`config.mk`:
```
export PLATFORM = sky130hd
export DESIGN_NAME = wakeup_timer
export DESIGN_NICKNAME = d
export VERILOG_FILES = /design/src/rtl/wakeup_timer_pkg.sv /design/src/rtl/wakeup_timer.sv
export VERILOG_INCLUDE_DIRS = /design/src /design/src/rtl
export SDC_FILE = /design/constraint.sdc
export NUM_CORES = 1
export LEC_CHECK = 0
export BUFFER_PORTS_ARGS = -buffer_cell sky130_fd_sc_hd__buf_2
export CORE_AREA = 2 2 103 105
export DETAILED_ROUTE_END_ITERATION = 12
export DIE_AREA = 0 0 105 107
export PLACE_DENSITY = 0.89
export SETUP_SLACK_MARGIN = 0.05
export SYNTH_ARGS = -nofsm -noshare
export SYNTH_HDL_FRONTEND = slang
export SYNTH_SLANG_ARGS = --single-unit
```
`constraint.sdc`:
```
create_clock -name clk_sys -period 7.28 [get_ports clk_sys]
set_input_delay 0.364 -clock clk_sys [delete_from_list [all_inputs] [get_ports clk_sys]]
set_output_delay 0.364 -clock clk_sys [all_outputs]
set_load 0.05 [all_outputs]
```
`src/rtl/wakeup_timer_params.svh`:
```
// register offsets, field positions, reset values and limits for the wakeup timer
// assumes inclusion by the design file, the checker and the bench
`ifndef WAKEUP_TIMER_PARAMS_SVH
`define WAKEUP_TIMER_PARAMS_SVH

`define WT_ADDR_W 8
`define WT_OFS_CONTROL 8'h00
`define WT_OFS_PERIOD_SELECT 8'h04
`define WT_OFS_COUNT_VALUE 8'h08
`define WT_OFS_DEEP_SLEEP_WAKE 8'h0C
`define WT_OFS_FLAGS 8'h10
`define WT_OFS_FLAG_SET 8'h14
`define WT_OFS_FLAG_CLEAR 8'h18
`define WT_OFS_INT_ENABLE 8'h1C
`define WT_OFS_MISC 8'h20

`define WT_BIT_ENABLE 0
`define WT_BIT_DEBUG_RUN 1
`define WT_OSC_LSB 2
`define WT_OSC_MSB 3
`define WT_PRESCALE_SELECT_LSB 5
`define WT_PRESCALE_SELECT_MSB 7
`define WT_BIT_PERIOD 0
`define WT_BIT_READ_CLEAR 0
`define WT_BIT_DEEP_WAKE 0

`define WT_PERIOD_MSB 5
`define WT_PERIOD_RESET 6'h20
`define WT_PERIOD_MAX 6'h20
`define WT_COUNT_RESET 32'h00000000
`define WT_OSC_RESET 2'h0
`define WT_PRESCALE_SELECT_RESET 3'h0

`endif

```
`src/rtl/wakeup_timer_pkg.sv`:
```
// types shared by the wakeup timer design
// assumes the params header sits beside it
package wakeup_timer_pkg;
    typedef enum logic [1:0] {
        OSC_LOW_FREQ_RC = 2'b00,
        OSC_LOW_FREQ_CRYSTAL = 2'b01,
        OSC_ULTRA_LOW_FREQ_RC = 2'b10
    } osc_select_t;

    typedef enum logic [1:0] {
        RUN_IDLE = 2'b00,
        RUN_COUNTING = 2'b01,
        RUN_FROZEN = 2'b10
    } run_state_t;
endpackage

```
`src/rtl/wakeup_timer.sv`:
```
// wakeup timer: 32-bit counter on a prescaled low-frequency source, periodic event
// assumes the three oscillators arrive as raw levels from other clock domains
//
// Local design decision: the plain strobed port.
`timescale 1ns/100ps
`include "wakeup_timer_params.svh"

module wakeup_timer
    import wakeup_timer_pkg::*;
#(
    parameter int COUNT_W = 32,
    parameter int PRESCALE_SELECT_W = 3
) (
    input wire logic clk_sys,
    input wire logic sys_rst,
    input wire logic [`WT_ADDR_W-1:0] reg_addr,
    input wire logic [31:0] reg_wdata,
    input wire logic reg_write,
    input wire logic reg_read,
    output logic [31:0] reg_rdata,
    input wire logic low_freq_rc_osc,
    input wire logic low_freq_crystal_osc,
    input wire logic ultra_low_freq_rc_osc,
    input wire logic debug_halt,
    output logic irq,
    output logic wakeup_event,
    output logic wake_request
);
    import wakeup_timer_pkg::*;

    // ---------------------------------------------------------------
    // synchronisers
    // ---------------------------------------------------------------
    logic [3:0] sync1_q;
    logic [3:0] sync2_q;
    logic [3:0] sync_in;
    assign sync_in = {debug_halt, ultra_low_freq_rc_osc, low_freq_crystal_osc, low_freq_rc_osc};

    // each pin level sampled at one clk_sys edge is seen two cycles later; debug halt
    // comes from the core clock domain and takes the same path
    genvar gi;
    generate
        for (gi = 0; gi < 4; gi++) begin : g_sync
            always_ff @(posedge clk_sys) begin
                if (sys_rst) begin
                    sync1_q[gi] <= 1'b0;
                    sync2_q[gi] <= 1'b0;
                end else begin
                    sync1_q[gi] <= sync_in[gi];
                    sync2_q[gi] <= sync1_q[gi];
                end
            end
        end
    endgenerate

    // ---------------------------------------------------------------
    // registers
    // ---------------------------------------------------------------
    logic enable_q;
    logic debug_run_q;
    osc_select_t osc_sel_q;
    logic [PRESCALE_SELECT_W-1:0] prescale_select_q;
    logic [`WT_PERIOD_MSB:0] period_sel_q;
    logic deep_wake_en_q;
    logic flag_q;
    logic int_en_q;
    logic read_clear_q;
    logic [COUNT_W-1:0] count_q;

    function automatic logic hit(input logic [`WT_ADDR_W-1:0] a, input logic [`WT_ADDR_W-1:0] o);
        hit = (a == o);
    endfunction

    // fields land whole on a write; software changes them only while disabled
    always_ff @(posedge clk_sys) begin
        if (sys_rst) begin
            enable_q <= 1'b0;
            debug_run_q <= 1'b0;
            osc_sel_q <= OSC_LOW_FREQ_RC;
            prescale_select_q <= `WT_PRESCALE_SELECT_RESET;
        end else if (reg_write && hit(reg_addr, `WT_OFS_CONTROL)) begin
            enable_q <= reg_wdata[`WT_BIT_ENABLE];
            debug_run_q <= reg_wdata[`WT_BIT_DEBUG_RUN];
            osc_sel_q <= osc_select_t'(reg_wdata[`WT_OSC_MSB:`WT_OSC_LSB]);
            prescale_select_q <= reg_wdata[`WT_PRESCALE_SELECT_MSB:`WT_PRESCALE_SELECT_LSB];
        end
    end

    always_ff @(posedge clk_sys) begin
        if (sys_rst) begin
            period_sel_q <= `WT_PERIOD_RESET;
        end else if (reg_write && hit(reg_addr, `WT_OFS_PERIOD_SELECT)) begin
            period_sel_q <= reg_wdata[`WT_PERIOD_MSB:0];
        end
    end

    // one decode per access, shared by the state and the irq lookahead
    logic wr_int_enable;
    logic wr_flag_set;
    logic wr_flag_clear;
    logic rd_flag_clear;
    assign wr_int_enable = reg_write && hit(reg_addr, `WT_OFS_INT_ENABLE);
    assign wr_flag_set = reg_write && hit(reg_addr, `WT_OFS_FLAG_SET);
    assign wr_flag_clear = reg_write && hit(reg_addr, `WT_OFS_FLAG_CLEAR);
    assign rd_flag_clear = reg_read && hit(reg_addr, `WT_OFS_FLAG_CLEAR);

    always_ff @(posedge clk_sys) begin
        if (sys_rst) begin
            deep_wake_en_q <= 1'b0;
        end else if (reg_write && hit(reg_addr, `WT_OFS_DEEP_SLEEP_WAKE)) begin
            deep_wake_en_q <= reg_wdata[`WT_BIT_DEEP_WAKE];
        end
    end

    always_ff @(posedge clk_sys) begin
        if (sys_rst) begin
            int_en_q <= 1'b0;
        end else if (wr_int_enable) begin
            int_en_q <= reg_wdata[`WT_BIT_PERIOD];
        end
    end

    // read-clear is off after reset, so a stray read cannot drop a pending wakeup
    always_ff @(posedge clk_sys) begin
        if (sys_rst) begin
            read_clear_q <= 1'b0;
        end else if (reg_write && hit(reg_addr, `WT_OFS_MISC)) begin
            read_clear_q <= reg_wdata[`WT_BIT_READ_CLEAR];
        end
    end

    // ---------------------------------------------------------------
    // counting clock: rising edge of the selected source
    // ---------------------------------------------------------------
    logic src_lvl;
    logic src_prev_q;
    logic src_rise;

    always_comb begin
        case (osc_sel_q)
            OSC_LOW_FREQ_RC: src_lvl = sync2_q[0];
            OSC_LOW_FREQ_CRYSTAL: src_lvl = sync2_q[1];
            OSC_ULTRA_LOW_FREQ_RC: src_lvl = sync2_q[2];
            default: src_lvl = 1'b0;
        endcase
    end

    // a change of source while enabled can fake an edge; reconfigure when disabled
    always_ff @(posedge clk_sys) begin
        if (sys_rst) begin
            src_prev_q <= 1'b0;
        end else begin
            src_prev_q <= src_lvl;
        end
    end
    assign src_rise = src_lvl && !src_prev_q;

    // ---------------------------------------------------------------
    // run control and prescaler
    // ---------------------------------------------------------------
    // a one-cycle pulse at clk_sys stands for one counting-clock cycle, so
    // the half-cycle case at prescale 0, period 0 cannot be told apart
    run_state_t run_q;
    logic running;
    logic [6:0] prescale_select_cnt_q;
    logic [6:0] prescale_select_mask;
    logic tick;
    logic halted;

    assign halted = sync2_q[3] && !debug_run_q;

    // leaving idle straight into frozen keeps a tick from slipping in during a halt;
    // frozen also keeps the prescaler phase, so a halt loses no partial division
    always_ff @(posedge clk_sys) begin
        if (sys_rst || !enable_q) begin
            run_q <= RUN_IDLE;
        end else begin
            case (run_q)
                RUN_IDLE: begin
                    if (halted) begin
                        run_q <= RUN_FROZEN;
                    end else begin
                        run_q <= RUN_COUNTING;
                    end
                end
                RUN_COUNTING: begin
                    if (halted) begin
                        run_q <= RUN_FROZEN;
                    end
                end
                RUN_FROZEN: begin
                    if (!halted) begin
                        run_q <= RUN_COUNTING;
                    end
                end
                default: run_q <= RUN_IDLE;
            endcase
        end
    end

    assign running = (run_q == RUN_COUNTING);
    assign prescale_select_mask = 7'((8'h01 << prescale_select_q) - 8'h01);

    // the prescaler phase clears with the count, so the first tick after
    // enable comes only after a full division
    always_ff @(posedge clk_sys) begin
        if (sys_rst || !enable_q) begin
            prescale_select_cnt_q <= 7'h00;
        end else if (running && src_rise) begin
            prescale_select_cnt_q <= (prescale_select_cnt_q + 7'h01) & prescale_select_mask;
        end
    end
    assign tick = running && src_rise && ((prescale_select_cnt_q & prescale_select_mask) == prescale_select_mask);

    // ---------------------------------------------------------------
    // counter and period event
    // ---------------------------------------------------------------
    logic [COUNT_W-1:0] count_next;
    logic [COUNT_W:0] period_mask;
    logic period_hit;

    assign count_next = count_q + COUNT_W'(1);

    // the count restarts from zero on each enable, so a read gives ticks since enable
    always_ff @(posedge clk_sys) begin
        if (sys_rst || !enable_q) begin
            count_q <= `WT_COUNT_RESET;
        end else if (tick) begin
            count_q <= count_next;
        end
    end

    // low N bits of the new count all zero; N = 32 means full wrap
    // select values 33 to 63 lie past the table and never fire
    assign period_mask = (COUNT_W+1)'((33'h1 << period_sel_q) - 33'h1);
    assign period_hit = tick && ((count_next & period_mask[COUNT_W-1:0]) == '0)
                        && (period_sel_q <= `WT_PERIOD_MAX);

    always_ff @(posedge clk_sys) begin
        if (sys_rst) begin
            wakeup_event <= 1'b0;
        end else begin
            wakeup_event <= period_hit;
        end
    end

    always_ff @(posedge clk_sys) begin
        if (sys_rst) begin
            wake_request <= 1'b0;
        end else begin
            wake_request <= period_hit && deep_wake_en_q;
        end
    end

    // ---------------------------------------------------------------
    // interrupt flag: hardware set beats software clear
    // ---------------------------------------------------------------
    logic flag_clr;
    logic flag_set;
    assign flag_set = period_hit
                      || (wr_flag_set && reg_wdata[`WT_BIT_PERIOD]);
    // a read-clear that meets a fresh event loses, so no wakeup is missed
    assign flag_clr = (wr_flag_clear && reg_wdata[`WT_BIT_PERIOD])
                      || (rd_flag_clear && read_clear_q);

    // the flag outlives enable going low; only reset, a clear or a read-clear drop it
    always_ff @(posedge clk_sys) begin
        if (sys_rst) begin
            flag_q <= 1'b0;
        end else if (flag_set) begin
            flag_q <= 1'b1;
        end else if (flag_clr) begin
            flag_q <= 1'b0;
        end
    end

    always_ff @(posedge clk_sys) begin
        if (sys_rst) begin
            irq <= 1'b0;
        end else begin
            irq <= flag_d_and_en(flag_set, flag_clr, flag_q) && int_en_next();
        end
    end

    // irq tracks the flag and enable as they stand after this edge
    function automatic logic flag_d_and_en(input logic s, input logic c, input logic q);
        flag_d_and_en = s || (q && !c);
    endfunction

    function automatic logic int_en_next();
        int_en_next = wr_int_enable ? reg_wdata[`WT_BIT_PERIOD] : int_en_q;
    endfunction

    // ---------------------------------------------------------------
    // read data, valid only in the cycle after the read strobe
    // ---------------------------------------------------------------
    // unmapped offsets and the write-only set register read as zero
    logic [31:0] rd_d;
    always_comb begin
        rd_d = 32'h00000000;
        case (reg_addr)
            `WT_OFS_CONTROL: begin
                rd_d[`WT_BIT_ENABLE] = enable_q;
                rd_d[`WT_BIT_DEBUG_RUN] = debug_run_q;
                rd_d[`WT_OSC_MSB:`WT_OSC_LSB] = osc_sel_q;
                rd_d[`WT_PRESCALE_SELECT_MSB:`WT_PRESCALE_SELECT_LSB] = prescale_select_q;
            end
            `WT_OFS_PERIOD_SELECT: rd_d[`WT_PERIOD_MSB:0] = period_sel_q;
            `WT_OFS_COUNT_VALUE: rd_d = count_q;
            `WT_OFS_DEEP_SLEEP_WAKE: rd_d[`WT_BIT_DEEP_WAKE] = deep_wake_en_q;
            `WT_OFS_FLAGS: rd_d[`WT_BIT_PERIOD] = flag_q;
            `WT_OFS_FLAG_CLEAR: rd_d[`WT_BIT_PERIOD] = read_clear_q && flag_q;
            `WT_OFS_INT_ENABLE: rd_d[`WT_BIT_PERIOD] = int_en_q;
            `WT_OFS_MISC: rd_d[`WT_BIT_READ_CLEAR] = read_clear_q;
            default: rd_d = 32'h00000000;
        endcase
    end

    always_ff @(posedge clk_sys) begin
        if (sys_rst) begin
            reg_rdata <= 32'h00000000;
        end else if (reg_read) begin
            reg_rdata <= rd_d;
        end else begin
            reg_rdata <= 32'h00000000;
        end
    end
endmodule

```
**Word-level counts from Yosys, hierarchy flattened**

Index checks and enable logic that the tools add are counted.

- Add/subtract/negate cells: 4
- Order comparisons: 1
- Equal/unequal tests: 15
- Shift-type cells: 2
- Mux-type cells: 13
- Bitwise operators: 5
- Reductions and logical operators: 37

Operator list:

| cell | number |
|---|---|
| $add A32 B1 Y32 const B | 1 |
| $and A32 B32 Y32 | 1 |
| $eq A8 B5 Y1 const B | 4 |
| $logic_not A32 Y1 | 1 |
| $shl A1 B6 Y32 const A | 1 |
| $sub A32 B1 Y32 const B | 1 |
| $logic_and A1 B1 Y1 | 21 |
| $eq A8 B4 Y1 const B | 2 |
| $and A7 B7 Y7 | 2 |
| $pmux W3 S3 | 1 |
| $eq A8 B3 Y1 const B | 1 |
| $eq A8 B6 Y1 const B | 1 |
| $logic_not A8 Y1 | 1 |
| $pmux W1 S8 | 1 |
| $add A7 B1 Y7 const B | 1 |
| $eq A7 B7 Y1 | 1 |
| $shl A1 B3 Y7 const A | 1 |
| $sub A7 B1 Y7 const B | 1 |
| $le A6 B6 Y1 const B | 1 |
| $mux W2 | 3 |
| $pmux W1 S3 | 2 |
| $pmux W2 S3 | 1 |
| $eq A2 B1 Y1 const B | 2 |
| $eq A2 B2 Y1 const B | 2 |
| 13 further kinds | 23 |

- Register bits: 102
- Input bits: 48
- Output and inout bits: 35
- Word-level logic and storage cells: 103

**Longest topological paths before layout**

Gate-level depths: netlist of run 1.

- Depth after elaboration: 10
- Depth in mapped cells: 15
- Depth with buffers taken out: 12

**Worst setup path before layout of run 1**

No wires, ideal clock.

- Path kind: reg2reg
- Start point: register period_sel_q[3]
- End point: register wake_request
- Library setup time: 73 ps
- Data arrival time: 2779 ps
- Data required time: 7207 ps
- Path slack: 4428 ps
- Cell stages (with the launch flop): 15
- Path buffers: 3
- Clock period less this slack: 2852 ps
- Cells stage by stage: dfxtp_1 > clkbuf_1 > or2_2 > clkbuf_1 > nor2_1 > nand3b_1 > ha_1 > clkbuf_1 > a22o_1 > a22oi_1 > o22ai_1 > a311o_1 > nor4_2 > nand4_2 > nor3b_2

- Cells in the longest elaborated chain, start to end: 7
- Elaborated cells between the ends (all ways): 8
- Those cells by class: 1 x add/sub; 1 x order compare; 1 x shift; 1 x bitwise; 4 x reduce/logical

RTL lines:

| element | line | text |
|---|---|---|
| start: declaration | wakeup_timer.sv:63 | `` logic [`WT_PERIOD_MSB:0] period_sel_q; `` |
| start signal: assignment | wakeup_timer.sv:91 | `` period_sel_q <= `WT_PERIOD_RESET; `` |
| start signal: assignment | wakeup_timer.sv:93 | `` period_sel_q <= reg_wdata[`WT_PERIOD_MSB:0]; `` |
| $shl A1 B6 Y32 | wakeup_timer.sv:235 | `assign period_mask = (COUNT_W+1)'((33'h1 << period_sel_q) - 33'h1);` |
| $sub A32 B1 Y32 | wakeup_timer.sv:235 |  |
| $and A32 B32 Y32 | wakeup_timer.sv:236 | `assign period_hit = tick && ((count_next & period_mask[COUNT_W-1:0]) == '0)` |
| $logic_not A32 Y1 | wakeup_timer.sv:236 |  |
| $logic_and A1 B1 Y1 | wakeup_timer.sv:236 |  |
| $logic_and A1 B1 Y1 * | wakeup_timer.sv:236 |  |
| $logic_and A1 B1 Y1 * | wakeup_timer.sv:251 | `wake_request <= period_hit && deep_wake_en_q;` |
| end signal: assignment | wakeup_timer.sv:251 |  |
| end: declaration | wakeup_timer.sv:27 | `output logic wake_request` |

Every way passes the cells marked *; elsewhere a longest branch is shown, timed or not.
A chain may end at the register's enable or synchronous reset.

**Final worst setup path of run 1**

- Start point: register period_sel_q[5]
- End point: register wake_request

The elaborated chain is that of the path after synthesis.

==> impl_metrics.csv, run 1 <==
group,metric,value,unit
clocking,clk_pin_slew,0.10,ns
global_route,first_global_vias,4858,
global_route,grt.overflow.total,0,
critical_path,reg2reg_slack,3.43,ns
critical_path,critical_path_arrival,4.17,ns
critical_path,crit_chain,"nor2_1 -> nand2_1 -> ha_1 -> nor3_1 -> a22o_1 -> a22oi_1 -> o22ai_1 -> a311o_1 -> nor4_2 -> nand4_2 -> nor3b_2",
synth,syn-cell-area,5550,um2
drt,drcViolationCount,0,
timing,fin_crit,3.85,ns
floorplanning,initial_core_util,0.550,
power,vdd_ir_drop_max,116,uV
floorplanning,die_y,107,um
place,port_buffers,58,
synth,ys.flop_type,"dfxtp_1",
synth,avgSynthCellArea,8.03,um2
layout,area_delta_synth_final,8.71,%
power,switching_share,0.233,
hold_path,hp-class,"in2reg",
critical_path,max_stage_delay,0.93,ns
timing,fmax,260,MHz
global_route,antenna_found_initial,0,
place,dp_hpwl,9.68,mm
drt,routed_wl,13.6,mm
synth,ys_types,79,
global_route,grt_usage,0.249,
floorplanning,core_area,10100,um2
layout,fin_nets,765,
layout,drive_above_1_share,0.146,
synth,synthAdderAreaFrac,0.00902,
synth,synth_top_family_by_area,"simple AND/OR/NAND/NOR gates",
timing,rsz0062_at_grt,"false",
clocking,post-cts-setup-buffers,0,
power,cellInternalPower,0.736,mW
synth,synth_top_area_frac,0.368,
synth,ys_seq_area_frac,0.368,
synth,synth-seq-cells,102,
run,cap_violations,0,
place,pre_cts_slack,3.54,ns
drt,via_count,5215,
place,globalplace.congestion,0.933,
critical_path,crit_type,"reg2reg",
critical_path,critPathSlowestCell,"dfxtp_1",
synth,synthArstFlopShare,0,
critical_path,cp_data_required_time,7.60,ns
clocking,worstSkewPairLatency,0.38,ns
synth,syn_inst,691,
floorplanning,row_count,37,
clocking,cts_made_buffers,9,
timing,layout_setup_ws,3.43,ns
layout,final_util,0.598,
synth,synthesis.nets,743,
power,clkPwrFrac,0.392,
place,place_area,5820,um2
synth,ys_warn_count,0,
clocking,clock_path_buffers,2,
synth,synth.area.top_cells,"dfxtp_1, nand2_1, a21oi_1",
timing,fin_skew,0.0104,ns
clocking,cts.sinks,102,
power,p_comb_frac,0.024,
drt,drtPass1Iterations,6,
floorplanning,die_x,105,um
synth,synth-compound-area-share,0.164,
critical_path,regToRegStartpoint,"period_sel_q[5]",
layout,antenna_cells,0,
timing,setup_viol,0,
drt,drt_iter0_drc,427,
layout,final_area,6030,um2
timing,finalCritPeriodShare,0.529,
timing,report.final.slew_viol_count,0,
critical_path,rr_endpoint,"wake_request",
critical_path,worst_setup_path_end_kind,"flop",
floorplanning,dieArea,11200,um2
synth,synth_simple_gate_area_frac,0.315,
run_status,outcome,"completed",
critical_path,crit_path_start,"period_sel_q[5]",
critical_path,rr_worst_depth,11,
critical_path,cp_max_fo,27,
power,p_sw,0.224,mW
clocking,ctsHoldBuffers,0,
clocking,ctsRootBufferMaster,"clkbuf_8",
critical_path,start_kind,"flop",
power,pwr-share-seq,0.584,
drt,vias_per_cell,6.11,
timing,worst_pin_slew,0.966,ns
synth,synthXorXnorAreaFrac,0.0774,
clocking,htree_levels,3,
synth,synth_top_cell_by_area,"dfxtp_1",
power,powerDensity,159,nW/um2
synth,synthMuxAreaShare,0.0165,
clocking,post_cts_resized,0,
power,leakage,2.03,nW
drt,ant_nets,0,
timing,slew_headroom,0.354,
synth,synth_edf_count,0,
timing,hold_viol,0,
layout,fillCellCount,901,
global_route,grt_pass1_wl,22.9,mm
clocking,cts_tree,"yes",
critical_path,crit_path_end,"wake_request",
floorplanning,pin_count,83,
drt,routedWlPerCell,16.0,um
timing,setup-tns-final,0,ns
global_route,grt_max_degree,41,
==> placed cells by master, fill, tap and decap left out, types with 3 or more instances in the layout <==
cell type  count
mux2i_1        8
nor2b_1       10
or3_1         22
nand3_1       28
buf_4          4
a211o_1        3
o211ai_1       3
nor2_1        59
ha_1           4
nor3_1        28
nor4_1        14
buf_2         58
and3_1         5
inv_6          3
nand2_1       69
inv_1         15
nor3b_1        3
o21ai_0       27
a21oi_1       49
xnor2_1       26
nand2b_1      10
o22ai_1        3
nand4_1       18
and2_1        20
or2_2          6
nand3b_1       5
clkbuf_8       9
dfxtp_1      102
a22oi_1       13
o31a_1         3
a31oi_1        5
xor2_1        23
==> metal layers <==
| metal | vias to the layer above | global-route usage | share of wire |
|---|---|---|---|
| li1 | 2505 | - | - |
| met3 | 38 | 0.0553 | 0.061 |
| met2 | 220 | 0.436 | 0.50 |
| met5 | - | 0 | 0 |
| met1 | 2452 | 0.295 | 0.41 |
| met4 | 0 | 0.102 | 0.029 |
==> worst max-delay path: cells and delay by family (launching register included) <==
| kind | cells | cell delay [ns] |
|---|---|---|
| flip-flops | 1 | 0.93 |
| AO/OA/AOI/OAI | 4 | 0.96 |
| AND/OR/NAND/NOR | 6 | 1.26 |
| adder cells (fa/ha/maj) | 1 | 0.64 |
==> flip-flops by register name, indices dropped and copies added, names as in the netlist <==
name / count
osc_sel_q: 2
sync2_q: 4
count_q: 32
deep_wake_en_q: 1
wake_request: 1
debug_run_q: 1
reg_rdata: 32
prescale_select_cnt_q: 7
sync1_q: 4
period_sel_q: 6
flag_q: 1
run_q: 2
src_prev_q: 1
read_clear_q: 1
int_en_q: 1
irq: 1
enable_q: 1
wakeup_event: 1
prescale_select_q: 3
==> cell type report <==
| class | count | area (um2) | area share |
|---|---|---|---|
| well taps | 136 | 170 | 0.0282 |
| clock buffers | 9 | 124 | 0.0205 |
| inverters | 16 | 60.1 | 0.00996 |
| repair buffers | 62 | 320 | 0.0531 |
| clock inverters | 7 | 87.6 | 0.0145 |
| multi-input cells | 522 | 3230 | 0.535 |
| flip-flops and latches | 102 | 2040 | 0.339 |
==> synthesized netlist by cell type (all sizes together), types with 5 or more instances <==
cell type,count
nand3b,5
and3,5
or3,22
nand4,21
xor2,23
dfxtp,102
nand2b,10
o21ai,27
nor2,59
nor3,30
a21oi,49
or2,7
inv,16
nand2,69
a31oi,5
nor4,15
a22oi,13
mux2i,8
nor2b,10
nand3,30
and2,21
buf,16
clkbuf,35
xnor2,26
==> stage by stage <==
step	cells	power, mW	hold slack (ns)
after floorplan	691	0.584	0.400
after global placement	838	0.595	0.415
after detailed placement	838	0.596	0.423
after CTS	854	0.968	0.168
after global routing	854	0.991	0.199
final	854	0.960	0.184
==> how the worst min path moves through the flow <==
stage                         startpoint    endpoint  slack, ns  cells after the start
floorplan                     sync2_q[3]    run_q[0]       0.40                      1
global placement              sync2_q[3]    run_q[0]       0.41                      1
detailed placement            sync2_q[3]    run_q[0]       0.42                      1
CTS                 low_freq_crystal_osc  sync1_q[1]       0.17                      2
global route             low_freq_rc_osc  sync1_q[0]       0.20                      2
finish                        debug_halt  sync1_q[3]       0.18                      2
==> power groups by stage <==
stage / clock [mW] / combinational (mW) / sequential (mW)
floorplan: 0 / 0.0111 / 0.573
global placement: 0 / 0.0209 / 0.574
detailed placement: 0 / 0.0221 / 0.574
CTS: 0.385 / 0.0221 / 0.561
global route: 0.404 / 0.0249 / 0.561
finish: 0.377 / 0.0226 / 0.561
==> cells by family after synthesis <==
kind of cell / count (synthesis)
and+or+nand+nor: 320
muxes: 9
DFF: 102
adders and majority gates: 4
AOI/OAI and AO/OA: 140
xor gates and xnor gates: 49
buffers and inverters: 67
Note: power is estimated with default switching activity, not from simulation.
==> run 2: changes to the inputs <==
Settings changed: CORE_AREA 2 2 103 105 to 2 2 107 109, DIE_AREA 0 0 105 107 to 0 0 109 111, PLACE_DENSITY 0.89 to 0.87.
Clock period 7.28 ns to 3.4 ns, I/O delays scaled along.
==> run 2 against run 1 <==
Compared with the run above: global-route usage decreased by 2.7 points; die area increased by 7.7%; fmax increased by 23%; clock skew decreased by 0.0039 ns; sequential cell count unchanged; critical path type unchanged; critical endpoint is now count_q[23]; largest cell class unchanged; highest routed layer unchanged.
==> impl_metrics.csv, run 2 (synthesis results as in run 1) <==
group,metric,value,unit
run_status,outcome,"completed",
timing,fin_crit,3.13,ns
drt,ant_nets,0,
timing,fin_skew,0.00649,ns
power,clkPwrFrac,0.431,
critical_path,rr_worst_depth,10,
global_route,antenna_found_initial,0,
place,globalplace.congestion,0.939,
timing,hold_viol,0,
floorplanning,dieArea,12100,um2
drt,drtPass1Iterations,5,
timing,rsz0062_at_grt,"false",
critical_path,reg2reg_slack,0.27,ns
layout,drive_above_1_share,0.166,
clocking,ctsHoldBuffers,0,
place,port_buffers,58,
global_route,grt.overflow.total,0,
power,leakage,2.14,nW
run,cap_violations,0,
power,powerDensity,352,nW/um2
power,switching_share,0.210,
layout,final_cell_mix,"dfxtp_1, nand2_1, nor2_1, buf_2, a21oi_1",
critical_path,crit_family,"simple AND/OR/NAND/NOR gates",
place,dp_hpwl,9.18,mm
layout,top_regs,"count_q: 32 flops, reg_rdata: 32 flops, prescale_select_cnt_q: 7 flops",
critical_path,cp_max_fo,11,
hold_path,hold_depth,2,
layout,fillCellCount,1000,
floorplanning,die_y,111,um
clocking,post_cts_resized,0,
floorplanning,row_count,39,
power,p_comb_frac,0.022,
clocking,cts.sinks,102,
drt,drcViolationCount,0,
critical_path,critical_path_arrival,3.40,ns
timing,setup_viol,0,
layout,layout.cells.most_common,"dfxtp_1",
drt,via_count,5133,
floorplanning,core_area,11100,um2
hold_path,holdPathEnd,"sync1_q[3]",
global_route,grt_pass1_wl,21.5,mm
layout,final_area,6230,um2
timing,slew_headroom,0.424,
global_route,first_global_vias,4488,
drt,routedWlPerCell,14.7,um
critical_path,crit_chain,"nor2_1 -> nand2_1 -> ha_1 -> inv_2 -> and3_1 -> a221o_1 -> nand4bb_4 -> or4_4 -> or3_1 -> a21oi_1",
critical_path,cp_data_required_time,3.67,ns
timing,setup-tns-final,0,ns
critical_path,crit_path_start,"prescale_select_q[1]",
clocking,clock_path_buffers,2,
clocking,post-cts-setup-buffers,0,
timing,report.final.slew_viol_count,0,
layout,multi_input_area,3230,um2
clocking,worstSkewPairLatency,0.35,ns
clocking,cts_tree,"yes",
global_route,grt_max_degree,31,
critical_path,critPathSlowestCell,"or4_4",
critical_path,rr_endpoint,"count_q[23]",
critical_path,crit_buf_inv,1,
drt,routed_wl,12.9,mm
power,cellInternalPower,1.73,mW
clocking,htree_levels,3,
power,vdd_ir_drop_max,416,uV
critical_path,worst_setup_path_end_kind,"flop",
place,place_area,5960,um2
timing,finalCritPeriodShare,0.920,
floorplanning,die_x,109,um
clocking,ctsRootBufferMaster,"clkbuf_16",
layout,area_delta_synth_final,12.4,%
critical_path,start_kind,"flop",
hold_path,hold_path.startpoint,"debug_halt",
global_route,grt_usage,0.222,
layout,antenna_cells,0,
layout,seqCellArea,2040,um2
critical_path,max_stage_delay,0.61,ns
floorplanning,initial_core_util,0.501,
power,pwr-share-seq,0.547,
power,p_sw,0.462,mW
floorplanning,pin_count,83,
clocking,clk_pin_slew,0.06,ns
hold_path,hp-class,"in2reg",
timing,fmax,320,MHz
critical_path,regToRegStartpoint,"prescale_select_q[1]",
drt,vias_per_cell,5.85,
critical_path,crit_type,"reg2reg",
timing,worst_pin_slew,0.860,ns
drt,drt_iter0_drc,520,
layout,fin_nets,782,
clocking,cts_made_buffers,9,
run 2: cell types whose count changed in the layout (fill, tap and decap cells not counted), moves of 2 or more:
| cell | delta |
|---|---|
| inv_8 | -2 |
| buf_4 | +17 |
| clkinv_2 | +2 |
| clkbuf_8 | -8 |
| clkinvlp_4 | +2 |
| clkbuf_16 | +9 |
| inv_6 | -2 |
run 2: routing by layer:
metal | GRT usage | share of wire | up-vias
met3 | 0.0670 | 0.068 | 21
li1 | - | - | 2540
met2 | 0.328 | 0.46 | 196
met4 | 0.0675 | 0.017 | 0
met5 | 0 | 0 | -
met1 | 0.309 | 0.46 | 2376
run 2: final cells by class:
cell class                 instances  share of cell area
tap                              143              0.0287
multi-input combinational        522               0.518
sequential                       102               0.328
inverter                          16             0.00963
timing repair buffer              79              0.0719
clock inverter                     5             0.00542
clock buffer                      11              0.0389
run 2: worst max path at each step:
stage / to / slack, ns / cells past startpoint
2_1_floorplan: wake_request / 0.55 / 14
3_3_place_gp: count_q[23] / 0.31 / 10
3_5_place_dp: count_q[23] / 0.24 / 10
4_1_cts: count_q[23] / 0.23 / 10
5_1_grt: wake_request / 0.09 / 11
6_report: count_q[23] / 0.27 / 10
run 2: power groups by stage:
stage               combinational, mW  clock (mW)  sequential [mW]
floorplan                      0.0238           0             1.23
global placement               0.0480           0             1.23
detailed placement             0.0485           0             1.23
CTS                            0.0489       0.973             1.20
global route                   0.0543        1.02             1.20
finish                         0.0493       0.945             1.20
run 2: per-stage QoR:
stage               utilization  hold WS (ns)  cells  setup slack [ns]  power, mW
floorplan                     -         0.298    691             0.548       1.25
global placement          0.538         0.380    862             0.315       1.28
detailed placement        0.538         0.384    862             0.243       1.28
CTS                       0.563       0.00987    878             0.235       2.22
global route              0.563        0.0193    878            0.0899       2.27
finish                    0.563        0.0204    878             0.272       2.20
